`config.mk`:
```
export PLATFORM = sky130hd
export DESIGN_NAME = fcd_host
export DESIGN_NICKNAME = d
export VERILOG_FILES = /design/src/shared/fcd_pkg.sv /design/src/hw/fcd_host.sv
export SDC_FILE = /design/constraint.sdc
export NUM_CORES = 1
export LEC_CHECK = 0
export BUFFER_PORTS_ARGS = -buffer_cell sky130_fd_sc_hd__buf_2
export CELL_PAD_IN_SITES_DETAIL_PLACEMENT = 0
export CELL_PAD_IN_SITES_GLOBAL_PLACEMENT = 2
export CORE_UTILIZATION = 33
export DETAILED_ROUTE_END_ITERATION = 7
export PLACE_DENSITY_LB_ADDON = 0.25
export SLEW_MARGIN = 20
export SYNTH_ARGS = -nofsm -noshare
export SYNTH_HDL_FRONTEND = slang
export SYNTH_SLANG_ARGS = --single-unit
```
`constraint.sdc`:
```
create_clock -name clk_sys -period 6.2 [get_ports clk_sys]
set_input_delay 0 -clock clk_sys [delete_from_list [all_inputs] [get_ports clk_sys]]
set_output_delay 0 -clock clk_sys [all_outputs]
set_load 0.05 [all_outputs]
```
`src/shared/fcd_pkg.sv`:
```
// Constants, command set and bus timing for the flash command sequencer.
// Assumes a 10 MHz system clock and an x16 module built from two x8 lanes.
// Function
// - Commands are plain write strobes, chip select low
// - Unlock pair AA/5555, 55/2AAA, code at 5555
// - Identifier mode ends with read/reset sequence
// - Program is unlock, A0, then address/data write
package fcd_pkg;
    localparam int CLK_PERIOD_NS = 100;
    localparam int T_SETUP_NS    = 50;   // Address and chip select to strobe
    localparam int T_WE_LOW_NS   = 100;  // Write strobe low width
    localparam int T_WE_HIGH_NS  = 50;   // Data hold after strobe rise
    localparam int T_ACCESS_NS   = 200;  // Read access time
    localparam int T_RECOVER_NS  = 50;   // Deselected gap between cycles
    // Least times, so round up to whole cycles
    localparam int C_SETUP   = (T_SETUP_NS + CLK_PERIOD_NS - 1) / CLK_PERIOD_NS;
    localparam int C_WE_LOW  = (T_WE_LOW_NS + CLK_PERIOD_NS - 1) / CLK_PERIOD_NS;
    localparam int C_WE_HIGH = (T_WE_HIGH_NS + CLK_PERIOD_NS - 1)
                               / CLK_PERIOD_NS;
    localparam int C_ACCESS  = (T_ACCESS_NS + CLK_PERIOD_NS - 1) / CLK_PERIOD_NS;
    localparam int C_RECOVER = (T_RECOVER_NS + CLK_PERIOD_NS - 1)
                               / CLK_PERIOD_NS;

    localparam logic [19:0] UNLOCK_ADDR_1 = 20'h05555;
    localparam logic [19:0] UNLOCK_ADDR_2 = 20'h02aaa;
    localparam logic [7:0]  UNLOCK_DATA_1 = 8'haa;
    localparam logic [7:0]  UNLOCK_DATA_2 = 8'h55;
    localparam logic [7:0]  CODE_RESET    = 8'hf0;
    localparam logic [7:0]  CODE_ID       = 8'h90;
    localparam logic [7:0]  CODE_PROGRAM  = 8'ha0;
    localparam logic [7:0]  CODE_ERASE    = 8'h80;
    localparam logic [7:0]  CODE_CHIP     = 8'h10;
    localparam logic [7:0]  CODE_SECTOR   = 8'h30;
    localparam logic [7:0]  CODE_SUSPEND  = 8'hb0;
    localparam logic [7:0]  CODE_RESUME   = 8'hd0;
    localparam logic [7:0]  CODE_STATUS   = 8'h70;
    localparam logic [7:0]  CODE_CLEAR    = 8'h50;
    localparam logic [7:0]  CODE_SLEEP    = 8'hc0;
    localparam logic [7:0]  CODE_ABORT    = 8'he0;
    localparam int          DONE_BIT_LO   = 7;
    localparam int          DONE_BIT_HI   = 15;

    typedef enum logic [3:0] {
        CMD_READ    = 4'h0,  // Plain array read, no writes
        CMD_HV_ID   = 4'h1,  // High-voltage identifier read
        CMD_RESET   = 4'h2,
        CMD_ID      = 4'h3,
        CMD_PROGRAM = 4'h4,
        CMD_CHIP    = 4'h5,
        CMD_SECTOR  = 4'h6,
        CMD_SUSPEND = 4'h7,
        CMD_RESUME  = 4'h8,
        CMD_STATUS  = 4'h9,
        CMD_CLEAR   = 4'ha,
        CMD_SLEEP   = 4'hb,
        CMD_ABORT   = 4'hc
    } fcd_cmd_e;
endpackage : fcd_pkg

```
`src/hw/fcd_host.sv`:
```
// Host-side sequencer that drives a parallel flash module through its pins.
// Assumes pin inputs synchronous to clk_sys and an outside driver for the
// high-voltage identifier level on A9.
`timescale 1ns/10ps
`default_nettype none
module fcd_host #(
    parameter int SETUP_CYC   = fcd_pkg::C_SETUP,
    parameter int WE_LOW_CYC  = fcd_pkg::C_WE_LOW,
    parameter int WE_HIGH_CYC = fcd_pkg::C_WE_HIGH,
    parameter int ACCESS_CYC  = fcd_pkg::C_ACCESS,
    parameter int RECOVER_CYC = fcd_pkg::C_RECOVER
) (
    input  wire logic        clk_sys,          // System clock
    input  wire logic        srst,             // Synchronous reset
    input  wire logic        cmd_valid,        // Request present
    input  wire logic [3:0]  cmd_op,           // Command kind
    input  wire logic [19:0] cmd_addr,         // Read, program or sector addr
    input  wire logic        cmd_bank,         // Bank-half for read/program
    input  wire logic [15:0] cmd_data,         // Program value
    output logic             cmd_ready,        // Idle, request may be taken
    output logic             cmd_refused,      // Pulse: command not allowed
    output logic             cmd_done,         // Pulse: command finished
    output logic             rsp_valid,        // Pulse: read data valid
    output logic [15:0]      rsp_data,         // Read data
    output logic             wsm_busy,         // Program or erase running
    output logic             erase_suspended,  // Erase held in suspend
    output logic [19:0]      flash_addr,       // Address pins A0-A19
    output logic             bank_half_select, // Lowest address bit
    output logic             flash_ce_n,       // Chip select
    output logic             flash_oe_n,       // Output enable
    output logic             flash_we0_n,      // Write strobe, lane 0
    output logic             flash_we1_n,      // Write strobe, lane 1
    output logic             id_high_voltage,  // Request high level on A9
    input  wire logic [15:0] dq_in,            // Data pins, read
    output logic [15:0]      dq_out,           // Data pins, drive
    output logic             dq_oe_n           // Low while driving data
);
    typedef enum logic [5:0] {
        ST_IDLE  = 6'h01,
        ST_GAP   = 6'h02,
        ST_ASET  = 6'h04,
        ST_WLOW  = 6'h08,
        ST_WHIGH = 6'h10,
        ST_RWAIT = 6'h20
    } fcd_state_e;

    if (SETUP_CYC < 1 || WE_LOW_CYC < 1 || WE_HIGH_CYC < 1 ||
        ACCESS_CYC < 1 || RECOVER_CYC < 1 || SETUP_CYC > 255 ||
        WE_LOW_CYC > 255 || WE_HIGH_CYC > 255 || ACCESS_CYC > 255 ||
        RECOVER_CYC > 255) begin : g_bad_timing
        $error("fcd_host: timing counts must lie in 1..255");
    end

    fcd_state_e        state_reg, state_next;
    logic [7:0]        cnt_reg, cnt_next;
    logic [2:0]        step_reg, step_next;
    logic              rd_pend_reg, rd_pend_next;
    fcd_pkg::fcd_cmd_e op_reg;
    logic [19:0]       addr_reg;
    logic              bank_reg;
    logic [15:0]       data_reg;
    logic              tick;
    logic              accept;
    logic              erase_run;
    fcd_pkg::fcd_cmd_e op_in;

    assign op_in  = fcd_pkg::fcd_cmd_e'(cmd_op);
    assign tick   = (cnt_reg == 8'h00);
    assign accept = (state_reg == ST_IDLE) && cmd_valid && allowed(op_in);

    // Number of write cycles in each sequence
    function automatic logic [2:0] writes_of(fcd_pkg::fcd_cmd_e c);
        case (c)
            fcd_pkg::CMD_READ, fcd_pkg::CMD_HV_ID: writes_of = 3'd0;
            fcd_pkg::CMD_PROGRAM:                  writes_of = 3'd4;
            fcd_pkg::CMD_CHIP, fcd_pkg::CMD_SECTOR: writes_of = 3'd6;
            default:                               writes_of = 3'd3;
        endcase
    endfunction : writes_of

    // Sequences that end with a read of the selected source
    function automatic logic reads_of(fcd_pkg::fcd_cmd_e c);
        reads_of = (c == fcd_pkg::CMD_READ) || (c == fcd_pkg::CMD_HV_ID) ||
                   (c == fcd_pkg::CMD_ID) || (c == fcd_pkg::CMD_STATUS);
    endfunction : reads_of

    // The device ignores most codes while its write machine runs, so they
    // are refused here instead of silently lost on the pins
    function automatic logic allowed(fcd_pkg::fcd_cmd_e c);
        if (erase_suspended) begin
            allowed = (c == fcd_pkg::CMD_READ) || (c == fcd_pkg::CMD_RESET) ||
                      (c == fcd_pkg::CMD_STATUS) ||
                      (c == fcd_pkg::CMD_ABORT) || (c == fcd_pkg::CMD_RESUME);
        end else if (wsm_busy && !erase_run) begin
            allowed = (c == fcd_pkg::CMD_STATUS);
        end else if (wsm_busy) begin
            allowed = (c == fcd_pkg::CMD_STATUS) ||
                      (c == fcd_pkg::CMD_SUSPEND);
        end else begin
            allowed = (c != fcd_pkg::CMD_SUSPEND);
        end
    endfunction : allowed

    // Third-cycle code of each command
    function automatic logic [7:0] code_of(fcd_pkg::fcd_cmd_e c);
        case (c)
            fcd_pkg::CMD_RESET:   code_of = fcd_pkg::CODE_RESET;
            fcd_pkg::CMD_ID:      code_of = fcd_pkg::CODE_ID;
            fcd_pkg::CMD_PROGRAM: code_of = fcd_pkg::CODE_PROGRAM;
            fcd_pkg::CMD_CHIP,
            fcd_pkg::CMD_SECTOR:  code_of = fcd_pkg::CODE_ERASE;
            fcd_pkg::CMD_SUSPEND: code_of = fcd_pkg::CODE_SUSPEND;
            fcd_pkg::CMD_RESUME:  code_of = fcd_pkg::CODE_RESUME;
            fcd_pkg::CMD_STATUS:  code_of = fcd_pkg::CODE_STATUS;
            fcd_pkg::CMD_CLEAR:   code_of = fcd_pkg::CODE_CLEAR;
            fcd_pkg::CMD_SLEEP:   code_of = fcd_pkg::CODE_SLEEP;
            default:              code_of = fcd_pkg::CODE_ABORT;
        endcase
    endfunction : code_of

    // Address of write step s; unlock addresses leave A15-A19 at zero
    function automatic logic [19:0] step_addr(logic [2:0] s);
        if ((s == 3'd3 && op_reg == fcd_pkg::CMD_PROGRAM) ||
            (s == 3'd5 && op_reg == fcd_pkg::CMD_SECTOR)) begin
            step_addr = addr_reg;
        end else if (s == 3'd1 || s == 3'd4) begin
            step_addr = fcd_pkg::UNLOCK_ADDR_2;
        end else begin
            step_addr = fcd_pkg::UNLOCK_ADDR_1;
        end
    endfunction : step_addr

    // Data of write step s; command bytes go out on both lanes
    function automatic logic [15:0] step_data(logic [2:0] s);
        logic [7:0] b;
        b = fcd_pkg::UNLOCK_DATA_1;
        if (s == 3'd1 || s == 3'd4) begin
            b = fcd_pkg::UNLOCK_DATA_2;
        end else if (s == 3'd2) begin
            b = code_of(op_reg);
        end else if (s == 3'd5) begin
            b = (op_reg == fcd_pkg::CMD_CHIP) ? fcd_pkg::CODE_CHIP
                                              : fcd_pkg::CODE_SECTOR;
        end
        if (s == 3'd3 && op_reg == fcd_pkg::CMD_PROGRAM) begin
            step_data = data_reg;
        end else begin
            step_data = {b, b};
        end
    endfunction : step_data

    // Sequencer: each write cycle is setup, strobe low, hold, then a gap; a read is access wait, then a gap
    always_comb begin
        state_next   = state_reg;
        step_next    = step_reg;
        rd_pend_next = rd_pend_reg;
        case (state_reg)
            ST_IDLE: begin
                if (accept) begin
                    state_next   = ST_GAP;
                    step_next    = 3'd0;
                    rd_pend_next = reads_of(op_in);
                end
            end
            ST_GAP: begin
                if (tick) begin
                    if (step_reg < writes_of(op_reg)) begin
                        state_next = ST_ASET;
                    end else if (rd_pend_reg) begin
                        state_next = ST_RWAIT;
                    end else begin
                        state_next = ST_IDLE;
                    end
                end
            end
            ST_ASET: if (tick) state_next = ST_WLOW;
            ST_WLOW: if (tick) state_next = ST_WHIGH;
            ST_WHIGH: begin
                if (tick) begin
                    state_next = ST_GAP;
                    step_next  = step_reg + 3'd1;
                end
            end
            ST_RWAIT: begin
                if (tick) begin
                    state_next   = ST_GAP;
                    rd_pend_next = 1'b0;
                end
            end
            default: state_next = ST_IDLE;
        endcase
        if (state_next == state_reg) begin
            cnt_next = tick ? 8'h00 : cnt_reg - 8'h01;
        end else begin
            case (state_next)
                ST_ASET:  cnt_next = 8'(SETUP_CYC - 1);
                ST_WLOW:  cnt_next = 8'(WE_LOW_CYC - 1);
                ST_WHIGH: cnt_next = 8'(WE_HIGH_CYC - 1);
                ST_RWAIT: cnt_next = 8'(ACCESS_CYC - 1);
                ST_GAP:   cnt_next = (state_reg == ST_IDLE) ? 8'h00
                                     : 8'(RECOVER_CYC - 1);
                default:  cnt_next = 8'h00;
            endcase
        end
    end

    // State, counter and latched request
    always_ff @(posedge clk_sys) begin
        if (srst) begin
            state_reg   <= ST_IDLE;
            cnt_reg     <= 8'h00;
            step_reg    <= 3'd0;
            rd_pend_reg <= 1'b0;
            op_reg      <= fcd_pkg::CMD_READ;
            addr_reg    <= 20'h00000;
            bank_reg    <= 1'b0;
            data_reg    <= 16'h0000;
        end else begin
            state_reg   <= state_next;
            cnt_reg     <= cnt_next;
            step_reg    <= step_next;
            rd_pend_reg <= rd_pend_next;
            if (accept) begin
                op_reg   <= op_in;
                addr_reg <= cmd_addr;
                bank_reg <= cmd_bank;
                data_reg <= cmd_data;
            end
        end
    end

    // Pins follow the next state so every pin comes from a flop
    always_ff @(posedge clk_sys) begin
        if (srst) begin
            flash_addr       <= 20'h00000;
            bank_half_select <= 1'b0;
            flash_ce_n       <= 1'b1;
            flash_oe_n       <= 1'b1;
            flash_we0_n      <= 1'b1;
            flash_we1_n      <= 1'b1;
            id_high_voltage  <= 1'b0;
            dq_out           <= 16'h0000;
            dq_oe_n          <= 1'b1;
        end else begin
            flash_ce_n  <= 1'b1;
            flash_oe_n  <= 1'b1;
            flash_we0_n <= 1'b1;
            flash_we1_n <= 1'b1;
            dq_oe_n     <= 1'b1;
            case (state_next)
                ST_ASET, ST_WLOW, ST_WHIGH: begin
                    flash_ce_n <= 1'b0;
                    dq_oe_n    <= 1'b0;
                    if (state_reg == ST_GAP) begin
                        flash_addr       <= step_addr(step_next);
                        dq_out           <= step_data(step_next);
                        bank_half_select <= (op_reg == fcd_pkg::CMD_PROGRAM)
                                            && (step_next == 3'd3) && bank_reg;
                    end
                    if (state_next == ST_WLOW) begin
                        flash_we0_n <= 1'b0;
                        flash_we1_n <= 1'b0;
                    end
                end
                ST_RWAIT: begin
                    flash_ce_n <= 1'b0;
                    flash_oe_n <= 1'b0;
                    if (state_reg == ST_GAP) begin
                        if (op_reg == fcd_pkg::CMD_HV_ID) begin
                            flash_addr       <= {19'h00000, addr_reg[0]};
                            bank_half_select <= 1'b0;
                            id_high_voltage  <= 1'b1;
                        end else if (op_reg == fcd_pkg::CMD_ID) begin
                            flash_addr       <= {19'h00000, addr_reg[0]};
                            bank_half_select <= 1'b0;
                        end else begin
                            flash_addr       <= addr_reg;
                            bank_half_select <= bank_reg;
                        end
                    end
                end
                default: id_high_voltage <= 1'b0;
            endcase
        end
    end

    // Handshake and read answers
    always_ff @(posedge clk_sys) begin
        if (srst) begin
            cmd_ready   <= 1'b0;
            cmd_refused <= 1'b0;
            cmd_done    <= 1'b0;
            rsp_valid   <= 1'b0;
            rsp_data    <= 16'h0000;
        end else begin
            cmd_ready   <= (state_next == ST_IDLE);
            cmd_refused <= (state_reg == ST_IDLE) && cmd_valid &&
                           !allowed(op_in);
            cmd_done    <= (state_reg == ST_GAP) && (state_next == ST_IDLE);
            rsp_valid   <= (state_reg == ST_RWAIT) && tick;
            if ((state_reg == ST_RWAIT) && tick) begin
                rsp_data <= dq_in;
            end
        end
    end

    // Track the device's write machine to know which codes it will take
    always_ff @(posedge clk_sys) begin
        if (srst) begin
            wsm_busy        <= 1'b0;
            erase_run       <= 1'b0;
            erase_suspended <= 1'b0;
        end else if (accept) begin
            case (op_in)
                fcd_pkg::CMD_PROGRAM: wsm_busy <= 1'b1;
                fcd_pkg::CMD_CHIP, fcd_pkg::CMD_SECTOR: begin
                    wsm_busy  <= 1'b1;
                    erase_run <= 1'b1;
                end
                fcd_pkg::CMD_SUSPEND: erase_suspended <= 1'b1;
                fcd_pkg::CMD_RESUME:  erase_suspended <= 1'b0;
                fcd_pkg::CMD_ABORT: begin
                    wsm_busy        <= 1'b0;
                    erase_run       <= 1'b0;
                    erase_suspended <= 1'b0;
                end
                default: ;
            endcase
        end else if ((state_reg == ST_RWAIT) && tick &&
                     (op_reg == fcd_pkg::CMD_STATUS) && !erase_suspended &&
                     dq_in[fcd_pkg::DONE_BIT_LO] &&
                     dq_in[fcd_pkg::DONE_BIT_HI]) begin
            wsm_busy  <= 1'b0;
            erase_run <= 1'b0;
        end
    end
endmodule : fcd_host
`default_nettype wire

```
==> impl_metrics.py <==
metrics = {
    "outcome": {
        "outcome": "finished clean",
    },
    "power_and_ir_drop": {
        "pwr_density_cell_nw_per_um2": 296,
        "vdd_drop_max_v": 0.000190,
        "power.total_w": 0.00216,
        "p_leak_nw": 2.95,
    },
    "floorplan": {
        "die_height_um": 130,
        "initial_utilization_pct": 34.0,
        "fp.dieArea_um2": 17000,
        "ioPinCount": 125,
        "core_um2": 16000,
        "die_w_um": 130,
        "placementRows": 46,
    },
    "cts": {
        "cts_hold_buf": 56,
        "clock-sinks": 128,
        "postCtsSetupRepairBufs": 0,
        "clock_path_buffers": 2,
        "cts_buffers": 17,
        "insertion_delay_ns": 0.42,
        "htreeDepth": 4,
        "post_cts_resized": 0,
        "cts_root_buf": "clkbuf_16",
        "cts_tree": "done",
        "clkTransAtPathRegs_ns": 0.06,
    },
    "drt": {
        "wl_per_cell_um": 14.7,
        "drtIter0Drc": 245,
        "dr.pass1.iters": 5,
        "postRouteAntennaNets": 0,
        "routed_wl_um": 15500,
        "drc": 0,
        "num_vias": 5168,
        "vias_per_cell": 4.92,
    },
    "min_path": {
        "worst_hold_path.num_cells": 4,
        "hp-class": "primary input to flip-flop",
    },
    "timing": {
        "slew_viol_final": 0,
        "finalClockSkew_ns": 0.00843,
        "slew-limit-headroom_pct": 34.9,
        "fin_tns_setup_ns": 0,
        "hold_ws_ns": 0.0438,
        "hold_viol_final": 0,
        "fin_crit_sh_pct": 55.4,
        "rsz0062_at_grt": "no",
        "fmax_mhz": 291,
        "setup_viol": 0,
        "tightest_slew_ns": 0.970,
        "post-route-min-period_ns": 3.43,
    },
    "cells_and_area": {
        "layout-area-overhead-vs-synth_pct": 34.4,
        "fillers": 1628,
        "fin_nets": 890,
        "layout-drive-gt1-share_pct": 22.4,
        "antenna_cells": 0,
    },
    "setup_path": {
        "critPathMaxFanout": 29,
        "slowest_stage": "o211a_1",
        "r2r_cells": 7,
        "worst-path-stages": 7,
        "start_kind": "flip-flop",
        "crit_family": "compound AO/OA/AOI/OAI gates",
        "cp.buffers_inverters": 0,
        "worstSetupEndpointType": "flip-flop",
        "arrival_ns": 3.72,
        "cpMostUsedCell": "nand3_1",
        "crit_required_ns": 6.49,
        "max_stage_delay_ns": 0.78,
        "crit_chain": "nor4_2 -> nand3_1 -> a221oi_2 -> o211a_1 -> nand3_1 -> o221ai_1 -> a21oi_1",
        "criticalPathCategory": "flip-flop to flip-flop",
    },
    "synthesis": {
        "syn_inst": 655,
        "synth.avg_cell_area_um2": 8.31,
        "yosysUniqueCellTypes": 73,
        "synth_edf_count": 0,
        "postSynth.asyncResetShare_pct": 0,
        "synth_top_area_share_pct": 47.1,
        "netlist_area_um2": 5440,
        "yosysTopAreaCell": "dfxtp_1",
        "syn_nets": 723,
        "synth_flop_cell": "dfxtp_1",
        "ys_ff_latch": 128,
        "yosysSeqAreaShare_pct": 47.1,
        "yosys_warnings": 0,
        "synth.area.top_cells": "dfxtp_1 47%, nand2_1 9.9%, a21oi_1 7.2%, nor2_1 4.8%, a211oi_1 2.5%",
    },
    "global_route": {
        "antenna_found_initial": 0,
        "grt_usage_pct": 18.6,
        "grt_pass1_vias": 4772,
        "grt_first_pass_wirelength_um": 24300,
        "grt_max_degree": 59,
        "grt_overflow": 0,
    },
    "place": {
        "hpwl_um": 10300,
        "routabilityCongestion": 0.849,
        "portBuffers": 124,
    },
    "run": {
        "max-cap-violations": 0,
    },
}
-- report_power, final --
part / internal [W] / switching, W
Sequential: 0.000869 / 0.0000337
Clock: 0.000546 / 0.000383
Combinational: 0.000127 / 0.000204
-- worst min-delay path, stage by stage --
cell	delay, ns
buf_2	0.15
nor3_1	0.08
a31oi_1	0.14
nor2_1	0.04
-- final cells by class --
type                       count  area (um2)  area share (%)
sequential                   128        2560            35.1
inverter                      13        48.8           0.667
timing repair buffer         186        1230            16.8
clock inverter                15         120            1.64
tap                          216         270            3.70
multi-input combinational    476        2660            36.3
clock buffer                  17         425            5.82
-- layer usage --
metal | wire length [um] | GRT usage, % | vias to the layer above | share of wire (%)
li1 | - | - | 2615 | -
met1 | 7260 | 23.7 | 2415 | 47
met2 | 7400 | 30.8 | 123 | 48
met3 | 668 | 5.09 | 15 | 4.3
met4 | 156 | 5.75 | 0 | 1.0
met5 | 0 | 0 | - | 0
-- final timing paths --
| kind | startpoint | to | slack, ns |
|---|---|---|---|
| worst max-delay path | cnt_reg[4] | flash_addr[4] | 2.77 |
| worst min-delay path | cmd_op[2] | rd_pend_reg | 0.04 |
| worst max register to register | cnt_reg[4] | flash_addr[4] | 2.77 |
| worst min register to register | id_high_voltage | id_high_voltage | 0.45 |
-- cells in the final DEF (no fill, tap or decap), drive strengths merged, types with 4 or more instances in the layout --
master and count:
a211oi 19, a21oi 79, a31oi 7, and2 6
and3 4, buf 130, clkbuf 17, clkinv 8
clkinvlp 5, dfxtp 128, dlygate4sd3 56, ha 8
inv 14, mux2i 4, nand2 145, nand3 15
nand3b 5, nor2 69, nor2b 4, nor3 10
o21ai 20, o221ai 8, o22ai 10, xnor2 7
xor2 4
-- cell usage after synthesis, drive strengths merged, types with 3 or more instances --
cell	n
a211oi	19
a21boi	3
a21oi	79
a31o	3
a31oi	7
a41oi	3
and2	6
and3	4
buf	15
clkbuf	23
dfxtp	128
ha	8
inv	13
mux2i	4
nand2	145
nand3	15
nand3b	5
nor2	69
nor2b	4
nor3	10
nor3b	3
nor4	3
o21ai	20
o221ai	8
o22ai	10
or2	3
xnor2	7
xor2	4
-- stage by stage --
| stage | std cells | instance area (um2) | worst slack, ns | utilization [%] |
|---|---|---|---|---|
| floorplan | 655 | 5440 | 3.37 | - |
| global placement | 963 | 6200 | 2.84 | 38.8 |
| detailed placement | 963 | 6200 | 2.79 | 38.8 |
| CTS | 1051 | 7310 | 2.76 | 45.7 |
| global route | 1051 | 7310 | 2.44 | 45.7 |
| finish | 1051 | 7310 | 2.77 | 45.7 |
-- cell families (layout without fill, tap and decap cells) --
group	after synthesis	count (layout)	share of synthesized area, %
XOR/XNOR	11	11	1.91
AND/OR/NAND/NOR	279	279	23.3
adder cells (fa/ha/maj)	9	9	2.02
buffers and inverters	51	231	4.12
AO/OA/AOI/OAI	172	172	20.6
flip-flops	128	128	47.1
multiplexers	5	5	0.943
Note: power is estimated with default switching activity, not from simulation.
